**src/design/tcc_consts.svh**
```systemverilog
`ifndef TCC_CONSTS_SVH
`define TCC_CONSTS_SVH

// Register byte addresses
`define TCC_ADR_CTRL    8'h00
`define TCC_ADR_SLAVE   8'h04
`define TCC_ADR_CHCFG   8'h08
`define TCC_ADR_STATUS  8'h0C
`define TCC_ADR_COUNT   8'h10
`define TCC_ADR_RELOAD  8'h14
`define TCC_ADR_VALUE1  8'h18
`define TCC_ADR_VALUE2  8'h1C
`define TCC_ADR_EVGEN   8'h20

// Control, slave and event generation fields
`define TCC_B_RUN       0
`define TCC_B_DSEL      1
`define TCC_F_TRIGGER_SOURCE_SELECT      2:0
`define TCC_F_SLAVE_MODE_SELECT     6:4
`define TCC_B_UPDGEN    0

// Per-channel half-word fields
`define TCC_F_SEL       1:0
`define TCC_F_FILT      5:2
`define TCC_F_DIV       7:6
`define TCC_F_OMODE     10:8
`define TCC_B_PEN       11
`define TCC_B_POL       12
`define TCC_B_EN        13
`define TCC_B_IEN       14
`define TCC_B_DEN       15
`define TCC_CH_W        16

// Status fields
`define TCC_F_EVFLAG    1:0
`define TCC_F_OVFLAG    9:8
`define TCC_OV_BASE     8

// Codes
`define TCC_SEL_OUT     2'h0
`define TCC_SEL_OWN     2'h1
`define TCC_SEL_CROSS   2'h2
`define TCC_DIV_NONE    2'h0
`define TCC_OM_HOLD     3'h0
`define TCC_OM_SET      3'h1
`define TCC_OM_CLR      3'h2
`define TCC_OM_TOG      3'h3
`define TCC_OM_FLO      3'h4
`define TCC_OM_FHI      3'h5
`define TCC_TRIGGER_SOURCE_SELECT_IN1    3'h5
`define TCC_TRIGGER_SOURCE_SELECT_IN2    3'h6
`define TCC_SM_RESET    3'h4
`define TCC_FILT_NONE   4'h0
`define TCC_FILT_POW    4'h3

// Reset values
`define TCC_RELOAD_RST  16'hFFFF
`define TCC_COUNT_RST   16'h0000

`endif

```
**src/design/tcc_pkg.sv**
```systemverilog
package tcc_pkg;
    typedef logic [31:0] tcc_word_t;
    typedef logic [15:0] tcc_count_t;
    typedef logic [7:0]  tcc_addr_t;
    typedef logic [5:0]  tcc_flen_t;
endpackage

```
**src/design/tcc_top.sv**
```systemverilog
// Contract
// Capture stores counter into channel value
// Flag set on capture, cleared by software/read
// Flag with enable raises interrupt or DMA
// Capture while flag set marks overrun flag
// Select 01 captures from own input
// Filter needs N consecutive samples, 0011 eight
// Polarity 0 rising edge, 1 falling
// Divider 00 captures every valid edge
// Capture only while channel enable set
// Per-channel irq and DMA enables gate requests
// Channel two select 10 uses input one
// Trigger 101 plus slave 100 resets counter
// Slave trigger only from inputs one, two
// Forced levels only in output selection 00
// Mode 101 forces high, 100 forces low
// Forced modes still compare and set flag
// Match modes hold, set, clear, toggle
// Match sets flag, irq, DMA per select
// Preload off immediate, on at update event
// Compare resolution one counter increment
// Capture into shadow, then copy to value
// Compare uses shadow loaded from value
// Reference active high, polarity at end
// Capture never stalls or alters counter
`timescale 1ns/1ps
`default_nettype none
`include "tcc_consts.svh"

module tcc_top (
    input  wire logic              clk_i,
    input  wire logic              rst_i,
    input  wire logic              wb_cyc_i,
    input  wire logic              wb_stb_i,
    input  wire logic              wb_we_i,
    input  wire tcc_pkg::tcc_addr_t wb_adr_i,
    input  wire logic [3:0]        wb_sel_i,
    input  wire tcc_pkg::tcc_word_t wb_dat_i,
    output var  tcc_pkg::tcc_word_t wb_dat_o,
    output var  logic              wb_ack_o,
    input  wire logic [1:0]        timer_input_pin_i,
    output var  logic [1:0]        channel_out_o,
    output var  logic [1:0]        channel_out_oe_o,
    output var  logic [1:0]        channel_irq_o,
    output var  logic [1:0]        channel_dma_o
);
    import tcc_pkg::*;

    logic [1:0]  in_meta;
    logic [1:0]  in_sync;
    logic [1:0]  filt;
    logic [1:0]  filt_d;
    tcc_flen_t   fcnt [2];
    logic [2:0]  dcnt [2];
    logic [1:0]  ctrl_r;
    logic [7:0]  slave_r;
    logic [15:0] chcfg [2];
    tcc_count_t  counter_value;
    tcc_count_t  reload_value;
    tcc_count_t  shd [2];
    tcc_count_t  channel_value_register [2];
    logic [1:0]  cap_pend;
    logic [1:0]  channel_event_flag;
    logic [1:0]  channel_overrun_flag;
    logic [1:0]  reference_waveform;
    logic        cnt_moved;
    logic        req;
    logic        wr_fire;
    logic        rd_fire;
    logic [1:0]  edge_ok;
    logic [1:0]  cap_fire;
    logic [1:0]  match;
    logic [1:0]  out_mode;
    logic        trig;
    logic        slave_rst;
    logic        update_event;
    tcc_word_t   rd_mux;

    function automatic tcc_word_t merge(input tcc_word_t old, input tcc_word_t nw,
                                        input logic [3:0] sel);
        tcc_word_t r;
        r = old;
        for (int b = 0; b < 4; b++) begin
            if (sel[b]) begin
                r[b*8 +: 8] = nw[b*8 +: 8];
            end
        end
        return r;
    endfunction

    // Samples needed before the filter accepts a new level
    function automatic tcc_flen_t filt_len(input logic [3:0] code);
        if (code == `TCC_FILT_NONE) begin
            return 6'h01;
        end else if (code <= `TCC_FILT_POW) begin
            return 6'(6'h01 << code);
        end else begin
            return {code, 2'h0};
        end
    endfunction

    function automatic logic edge_of(input logic [1:0] idx_in, input logic pol);
        logic i;
        i = idx_in[0];
        return pol ? (filt_d[i] & ~filt[i]) : (filt[i] & ~filt_d[i]);
    endfunction

    assign req     = wb_cyc_i & wb_stb_i;
    assign wr_fire = req & wb_we_i & wb_ack_o;
    assign rd_fire = req & ~wb_we_i & wb_ack_o;

    // Two flops before any logic sees the pins
    always_ff @(posedge clk_i) begin
        if (rst_i) begin
            in_meta <= 2'h0;
            in_sync <= 2'h0;
        end else begin
            in_meta <= timer_input_pin_i;
            in_sync <= in_meta;
        end
    end

    // Sampling clock is the kernel clock; no divided sampling rate
    always_ff @(posedge clk_i) begin
        if (rst_i) begin
            filt   <= 2'h0;
            filt_d <= 2'h0;
            fcnt   <= '{default: 6'h00};
        end else begin
            filt_d <= filt;
            for (int i = 0; i < 2; i++) begin
                if (in_sync[i] == filt[i]) begin
                    fcnt[i] <= 6'h00;
                end else if (fcnt[i] + 6'h01 >= filt_len(chcfg[i][`TCC_F_FILT])) begin
                    filt[i] <= in_sync[i];
                    fcnt[i] <= 6'h00;
                end else begin
                    fcnt[i] <= fcnt[i] + 6'h01;
                end
            end
        end
    end

    always_comb begin
        for (int c = 0; c < 2; c++) begin
            out_mode[c] = chcfg[c][`TCC_F_SEL] == `TCC_SEL_OUT;
            edge_ok[c]  = 1'b0;
            if (chcfg[c][`TCC_F_SEL] == `TCC_SEL_OWN) begin
                edge_ok[c] = edge_of(2'(c), chcfg[c][`TCC_B_POL]);
            end else if (chcfg[c][`TCC_F_SEL] == `TCC_SEL_CROSS) begin
                edge_ok[c] = edge_of(2'(1 - c), chcfg[c][`TCC_B_POL]);
            end
            // Divider 00 lets every valid edge through
            cap_fire[c] = edge_ok[c] & chcfg[c][`TCC_B_EN]
                & ((chcfg[c][`TCC_F_DIV] == `TCC_DIV_NONE)
                   | (dcnt[c] == 3'((4'h1 << chcfg[c][`TCC_F_DIV]) - 4'h1)));
            // Only freshly reached counts can match
            match[c] = out_mode[c] & cnt_moved & (counter_value == shd[c]);
        end
    end

    always_ff @(posedge clk_i) begin
        if (rst_i) begin
            dcnt <= '{default: 3'h0};
        end else begin
            for (int c = 0; c < 2; c++) begin
                if (edge_ok[c] & chcfg[c][`TCC_B_EN]) begin
                    dcnt[c] <= cap_fire[c] ? 3'h0 : dcnt[c] + 3'h1;
                end
            end
        end
    end

    // Only inputs one and two can reach the slave controller
    // A process, since the function reads filter state beyond its arguments
    always_comb begin
        trig = ((slave_r[`TCC_F_TRIGGER_SOURCE_SELECT] == `TCC_TRIGGER_SOURCE_SELECT_IN1)
                & edge_of(2'h0, chcfg[0][`TCC_B_POL]))
             | ((slave_r[`TCC_F_TRIGGER_SOURCE_SELECT] == `TCC_TRIGGER_SOURCE_SELECT_IN2)
                & edge_of(2'h1, chcfg[1][`TCC_B_POL]));
    end
    assign slave_rst = trig & (slave_r[`TCC_F_SLAVE_MODE_SELECT] == `TCC_SM_RESET);
    assign update_event = slave_rst
        | (ctrl_r[`TCC_B_RUN] & (counter_value == reload_value))
        | (wr_fire & wb_sel_i[0] & (wb_adr_i == `TCC_ADR_EVGEN)
           & wb_dat_i[`TCC_B_UPDGEN]);

    // Captures only read the counter, never hold it
    always_ff @(posedge clk_i) begin
        if (rst_i) begin
            counter_value <= `TCC_COUNT_RST;
            cnt_moved     <= 1'b0;
        end else begin
            cnt_moved <= slave_rst | ctrl_r[`TCC_B_RUN];
            if (slave_rst) begin
                counter_value <= `TCC_COUNT_RST;
            end else if (ctrl_r[`TCC_B_RUN]) begin
                counter_value <= (counter_value == reload_value) ? `TCC_COUNT_RST
                                 : counter_value + 16'h0001;
            end
        end
    end

    always_ff @(posedge clk_i) begin
        if (rst_i) begin
            shd                    <= '{default: 16'h0000};
            channel_value_register <= '{default: 16'h0000};
            cap_pend               <= 2'h0;
        end else begin
            cap_pend <= cap_fire;
            for (int c = 0; c < 2; c++) begin
                if (cap_fire[c]) begin
                    shd[c] <= counter_value;
                end else if (out_mode[c]
                             & (~chcfg[c][`TCC_B_PEN] | update_event)) begin
                    shd[c] <= channel_value_register[c];
                end
                if (cap_pend[c]) begin
                    channel_value_register[c] <= shd[c];
                end else if (wr_fire & out_mode[c]
                             & (wb_adr_i == (c == 0 ? `TCC_ADR_VALUE1 : `TCC_ADR_VALUE2))) begin
                    channel_value_register[c] <= 16'(merge({16'h0000, channel_value_register[c]},
                                                           wb_dat_i, wb_sel_i));
                end
            end
        end
    end

    // Hardware set wins over a clear in the same cycle
    always_ff @(posedge clk_i) begin
        if (rst_i) begin
            channel_event_flag   <= 2'h0;
            channel_overrun_flag <= 2'h0;
        end else begin
            for (int c = 0; c < 2; c++) begin
                if (cap_fire[c] | match[c]) begin
                    channel_event_flag[c] <= 1'b1;
                end else if ((wr_fire & wb_sel_i[0] & (wb_adr_i == `TCC_ADR_STATUS)
                              & ~wb_dat_i[c])
                             | (rd_fire & (wb_adr_i == (c == 0 ? `TCC_ADR_VALUE1
                                                                : `TCC_ADR_VALUE2)))) begin
                    channel_event_flag[c] <= 1'b0;
                end
                if (cap_fire[c] & channel_event_flag[c]) begin
                    channel_overrun_flag[c] <= 1'b1;
                end else if (wr_fire & wb_sel_i[1] & (wb_adr_i == `TCC_ADR_STATUS)
                             & ~wb_dat_i[`TCC_OV_BASE + c]) begin
                    channel_overrun_flag[c] <= 1'b0;
                end
            end
        end
    end

    // Reference is active high; polarity flips only at the pin
    always_ff @(posedge clk_i) begin
        if (rst_i) begin
            reference_waveform <= 2'h0;
            channel_out_o      <= 2'h0;
            channel_out_oe_o   <= 2'h0;
            channel_irq_o      <= 2'h0;
            channel_dma_o      <= 2'h0;
        end else begin
            for (int c = 0; c < 2; c++) begin
                if (out_mode[c]) begin
                    case (chcfg[c][`TCC_F_OMODE])
                        `TCC_OM_FHI: reference_waveform[c] <= 1'b1;
                        `TCC_OM_FLO: reference_waveform[c] <= 1'b0;
                        `TCC_OM_SET: if (match[c]) begin
                            reference_waveform[c] <= 1'b1;
                        end
                        `TCC_OM_CLR: if (match[c]) begin
                            reference_waveform[c] <= 1'b0;
                        end
                        `TCC_OM_TOG: if (match[c]) begin
                            reference_waveform[c] <= ~reference_waveform[c];
                        end
                        default: reference_waveform[c] <= reference_waveform[c];
                    endcase
                end
                channel_out_o[c]    <= reference_waveform[c] ^ chcfg[c][`TCC_B_POL];
                channel_out_oe_o[c] <= out_mode[c] & chcfg[c][`TCC_B_EN];
                channel_irq_o[c]    <= channel_event_flag[c] & chcfg[c][`TCC_B_IEN];
                channel_dma_o[c]    <= channel_event_flag[c] & chcfg[c][`TCC_B_DEN]
                    & (~out_mode[c] | ctrl_r[`TCC_B_DSEL]);
            end
        end
    end

    always_comb begin
        rd_mux = 32'h0000_0000;
        case (wb_adr_i)
            `TCC_ADR_CTRL:   rd_mux = {30'h0000_0000, ctrl_r};
            `TCC_ADR_SLAVE:  rd_mux = {24'h00_0000, slave_r};
            `TCC_ADR_CHCFG:  rd_mux = {chcfg[1], chcfg[0]};
            `TCC_ADR_STATUS: rd_mux = {22'h00_0000, channel_overrun_flag, 6'h00,
                                       channel_event_flag};
            `TCC_ADR_COUNT:  rd_mux = {16'h0000, counter_value};
            `TCC_ADR_RELOAD: rd_mux = {16'h0000, reload_value};
            `TCC_ADR_VALUE1: rd_mux = {16'h0000, channel_value_register[0]};
            `TCC_ADR_VALUE2: rd_mux = {16'h0000, channel_value_register[1]};
            default:         rd_mux = 32'h0000_0000;
        endcase
    end

    // Answer one cycle after the request; unmapped reads give zero
    always_ff @(posedge clk_i) begin
        if (rst_i) begin
            wb_ack_o <= 1'b0;
            wb_dat_o <= 32'h0000_0000;
        end else begin
            wb_ack_o <= req & ~wb_ack_o;
            wb_dat_o <= rd_mux;
        end
    end

    always_ff @(posedge clk_i) begin
        if (rst_i) begin
            ctrl_r       <= 2'h0;
            slave_r      <= 8'h00;
            chcfg        <= '{default: 16'h0000};
            reload_value <= `TCC_RELOAD_RST;
        end else if (wr_fire) begin
            case (wb_adr_i)
                `TCC_ADR_CTRL:   ctrl_r <= 2'(merge({30'h0, ctrl_r}, wb_dat_i, wb_sel_i));
                `TCC_ADR_SLAVE:  slave_r <= 8'(merge({24'h0, slave_r}, wb_dat_i, wb_sel_i));
                `TCC_ADR_CHCFG:  {chcfg[1], chcfg[0]} <= merge({chcfg[1], chcfg[0]},
                                                              wb_dat_i, wb_sel_i);
                `TCC_ADR_RELOAD: reload_value <= 16'(merge({16'h0, reload_value},
                                                           wb_dat_i, wb_sel_i));
                default:         ctrl_r <= ctrl_r;
            endcase
        end
    end
endmodule
`default_nettype wire

```
**config.mk**
```make
export PLATFORM = sky130hd
export DESIGN_NAME = tcc_top
export DESIGN_NICKNAME = d
export VERILOG_FILES = /design/src/design/tcc_pkg.sv /design/src/design/tcc_top.sv
export VERILOG_INCLUDE_DIRS = /design/src /design/src/design
export SDC_FILE = /design/constraint.sdc
export NUM_CORES = 1
export LEC_CHECK = 0
export BUFFER_PORTS_ARGS = -buffer_cell sky130_fd_sc_hd__clkbuf_2
export CAP_MARGIN = 10
export CORE_MARGIN = 1
export CORE_UTILIZATION = 45
export CTS_CLUSTER_DIAMETER = 150
export CTS_CLUSTER_SIZE = 8
export DETAILED_ROUTE_END_ITERATION = 12
export PLACE_DENSITY = 0.65
export SETUP_SLACK_MARGIN = 0.3
export SLEW_MARGIN = 20
export SYNTH_ARGS = -nofsm -noshare
export SYNTH_HDL_FRONTEND = slang
export SYNTH_SLANG_ARGS = --single-unit
```
**constraint.sdc**
```tcl
create_clock -name clk_i -period 1.9 [get_ports clk_i]
set_input_delay 0.475 -clock clk_i [delete_from_list [all_inputs] [get_ports clk_i]]
set_output_delay 0.475 -clock clk_i [all_outputs]
set_load 0.02 [all_outputs]
```
==> qor.csv <==
stage;metric;value;unit
timing;rsz0062_at_grt;yes;
layout;multi_input_area;0.00685;mm2
timing;hold_ws;0.151;ns
grt;grt_usage;29.6;%
cts;cts_tree;built;
synthesis;synth_warnings;0;
timing;tightest_slew;0.585;ns
place;numPortBuffers;91;
synthesis;synth_top_family_by_area;simple AND/OR/NAND/NOR gates;
synthesis;synth_fa_ha_area_share;2.05;%
layout;diodes;0;
layout;fin_area;0.0150;mm2
critical_path;crit_path_end_kind;register;
critical_path;reg2reg_slack;-0.18;ns
critical_path;crit_arrival;2.57;ns
routing;via_count;9860;
synthesis;yosys-top-cells-area;dfxtp_1, mux2i_1, nor2_1, o221a_1, a21oi_1;
timing;fin_crit_sh;110;%
synthesis;yosysMostFrequentCell;dfxtp_1;
place;gp_congestion;0.936;
layout;area_growth;44.1;%
cts;htreeDepth;1;
synthesis;async_flop_share;0;%
routing;first_pass_iters;6;
pwr;p_per_area;647;mW/mm2
floorplanning;dieArea;0.0237;mm2
routing;wl_per_cell;21.8;um
synthesis;syn_avg_cell_area;9.23;um2
pwr;finalPower;9.68;mW
layout;register_area;0.00434;mm2
job;max_cap_violations;0;
timing;finalSetupViolations;51;
timing;period_minus_slack;2.08;ns
timing;fin_tns_setup;-7.19;ns
synthesis;synthesis.nets;1192;
pwr;ir_worst_vdd;500;uV
critical_path;path_class;reg2reg;
hold_path;whs_endpoint;in_meta[0];
critical_path;r2r-start;chcfg[28];
timing;relSlewSlack;61.0;%
run_status;status;finished with violations;
place;placedCellCount;1597;
synthesis;ys.flop_type;dfxtp_1;
synthesis;synth_mux_area_share;8.03;%
grt;grt_pass1_vias;9338;
synthesis;netlist_area;0.0104;mm2
timing;fin_ws;-0.185;ns
layout;final_cell_count_no_fill;1667;
cts;cts_hold_buf;0;
run_status;violations;negative setup slack;
floorplanning;initial_core_util;45.8;%
synthesis;seq_area_frac_synth;41.3;%
critical_path;rr_endpoint;counter_value[11];
timing;skew;0.0121;ns
floorplanning;die_y;154;um
layout;fillerInstances;1726;
floorplanning;ios;92;
critical_path;r2r_cells;10;
pwr;leakagePower;6.02;nW
grt;grt_first_pass_wirelength;53800;um
place;dp_hpwl;24900;um
place;placed_area;0.0127;mm2
routing;drtIter0Drc;949;
hold_path;min_from;timer_input_pin_i[0];
routing;avgViaCountPerCell;5.91;
hold_path;min_path_type;in2reg;
timing;max_freq;0.480;GHz
routing;drc;0;
grt;grt-ovfl-total;0;
cts;cts.path.max_buffers;3;
synthesis;synthTopCellsByCount;dfxtp_1, nor2_1, mux2i_1, a21oi_1, nand2_1;
layout;postLayoutCoreUtil;66.1;%
critical_path;required;2.38;ns
synthesis;synth_edf_count;0;
floorplanning;core-area;0.0226;mm2
routing;final_antenna_net_count;0;
floorplanning;num_rows;55;
synthesis;synth_top_area_share;41.3;%
place;pre_cts_slack;-0.356;ns
critical_path;cp_max_fo;8;
cts;cts_buffers;30;
timing;finalHoldViolations;0;
synthesis;ys_ff_latch;214;
critical_path;start_kind;register;
synthesis;synth-simple-area-share;19.3;%
synthesis;synth_top_area_cell;dfxtp_1;
synthesis;synthCells;1124;
synthesis;synth-compound-area-share;17.6;%
synthesis;synth_cell_type_count;68;
synthesis;synth_xor_area_share;6.68;%
cts;cts.clk_slew.worst_paths;0.05;ns
grt;antenna_found_initial;0;
cts;cts_sinks;214;
timing;maxSlewViolCount;0;
hold_path;whs_path_depth;2;
grt;grt_max_degree;75;
cts;cts_root_buf;clkbuf_16;
routing;wl;36300;um
floorplanning;fp.dieW;154;um
layout;nets;1449;
layout;drive_gt1_share;43.0;%
cts;clk_latency;0.55;ns
[worst max-delay path, cell delays in order (launching register included)]
cell       delay (ns)
dfxtp_4          0.38
and3b_2          0.24
o2111ai_4        0.30
buf_6            0.15
buf_6            0.08
buf_6            0.08
buf_6            0.10
nand2_4          0.05
a211o_4          0.35
buf_12           0.17
a21oi_2          0.09
[per-layer routing]
metal | part of all wire (%) | track usage, % | vias up
li1 | - | - | 4547
met1 | 43 | 41.6 | 4739
met2 | 45 | 45.1 | 482
met3 | 8.8 | 4.93 | 92
met4 | 4.0 | 11.8 | 0
met5 | 0 | 0 | -
[how the worst max path moves through the flow]
stage	startpoint	endpoint	slack, ns	depth (start not counted)
global route	filt[0]	shd[15]	-0.21	7
global placement	wb_adr_i[7]	chcfg[29]	-0.33	8
floorplan	wb_we_i	shd[12]	-0.05	8
detailed placement	wb_adr_i[4]	chcfg[29]	-0.36	8
finish	chcfg[28]	counter_value[11]	-0.18	10
CTS	chcfg[28]	shd[20]	-0.12	9
[cell usage in the layout, fill, tap and decap left out, types with 9 or more instances in the layout]
cell / Yosys / final
nand3_1: 32 / 20
mux2_2: 10 / 10
o21ai_1: 0 / 16
nor2b_1: 21 / 19
nand2_2: 1 / 12
nor2_4: 1 / 23
xor2_1: 30 / 26
xnor2_2: 6 / 22
clkbuf_16: 0 / 32
and3_1: 21 / 18
a31oi_4: 0 / 9
a22oi_1: 24 / 22
a31oi_1: 18 / 9
mux2i_1: 72 / 72
nand3_2: 0 / 11
nand4_1: 10 / 10
buf_6: 12 / 46
o221a_1: 32 / 32
dfxtp_2: 0 / 21
nor2_2: 2 / 10
o21ai_0: 34 / 10
xnor2_1: 38 / 20
clkbuf_2: 0 / 88
nand2_1: 60 / 43
nor2_1: 166 / 136
inv_1: 21 / 16
dfxtp_1: 214 / 185
o22a_1: 29 / 29
buf_4: 4 / 137
ha_1: 17 / 17
a21oi_1: 69 / 30
a21oi_2: 0 / 36
buf_12: 0 / 19
[logic make-up after synthesis]
family | Yosys count
muxes | 82
adders and majority gates | 17
DFF | 214
xor gates and xnor gates | 74
AOI/OAI and AO/OA | 245
buffers and inverters | 96
and+or+nand+nor | 396
[cell type report]
class | count | area share (%)
inverters | 21 | 0.527
repair buffers | 299 | 17.0
flip-flops and latches | 214 | 29.0
clock buffers | 33 | 5.30
multi-input cells | 815 | 45.8
well taps | 285 | 2.38
[where the power goes]
part           internal (mW)  switching [mW]  leakage [nW]  total [mW]
clock network           2.87            1.88         0.390        4.75
registers               4.49         0.00487          1.74        4.50
logic                  0.163           0.269          3.89       0.433
total                   7.52            2.16          6.02        9.68
[timing repair]
action / in CTS / in global routing
setup buffers: 17 / 14
hold endpoints to repair: 0 / 0
cloned: 3 / 3
endpoints found under the setup margin: 117 / 125
pin swaps: 43 / 53
resized for setup: 119 / 127
[state kept, by name, indices dropped and copies added (netlist names), 6 cells and up]
register	cells
channel_value_register	32
slave_r	8
counter_value	16
dcnt	6
chcfg	32
wb_dat_o	32
fcnt	12
shd	32
reload_value	16
Note: power is estimated with default switching activity, not from simulation.
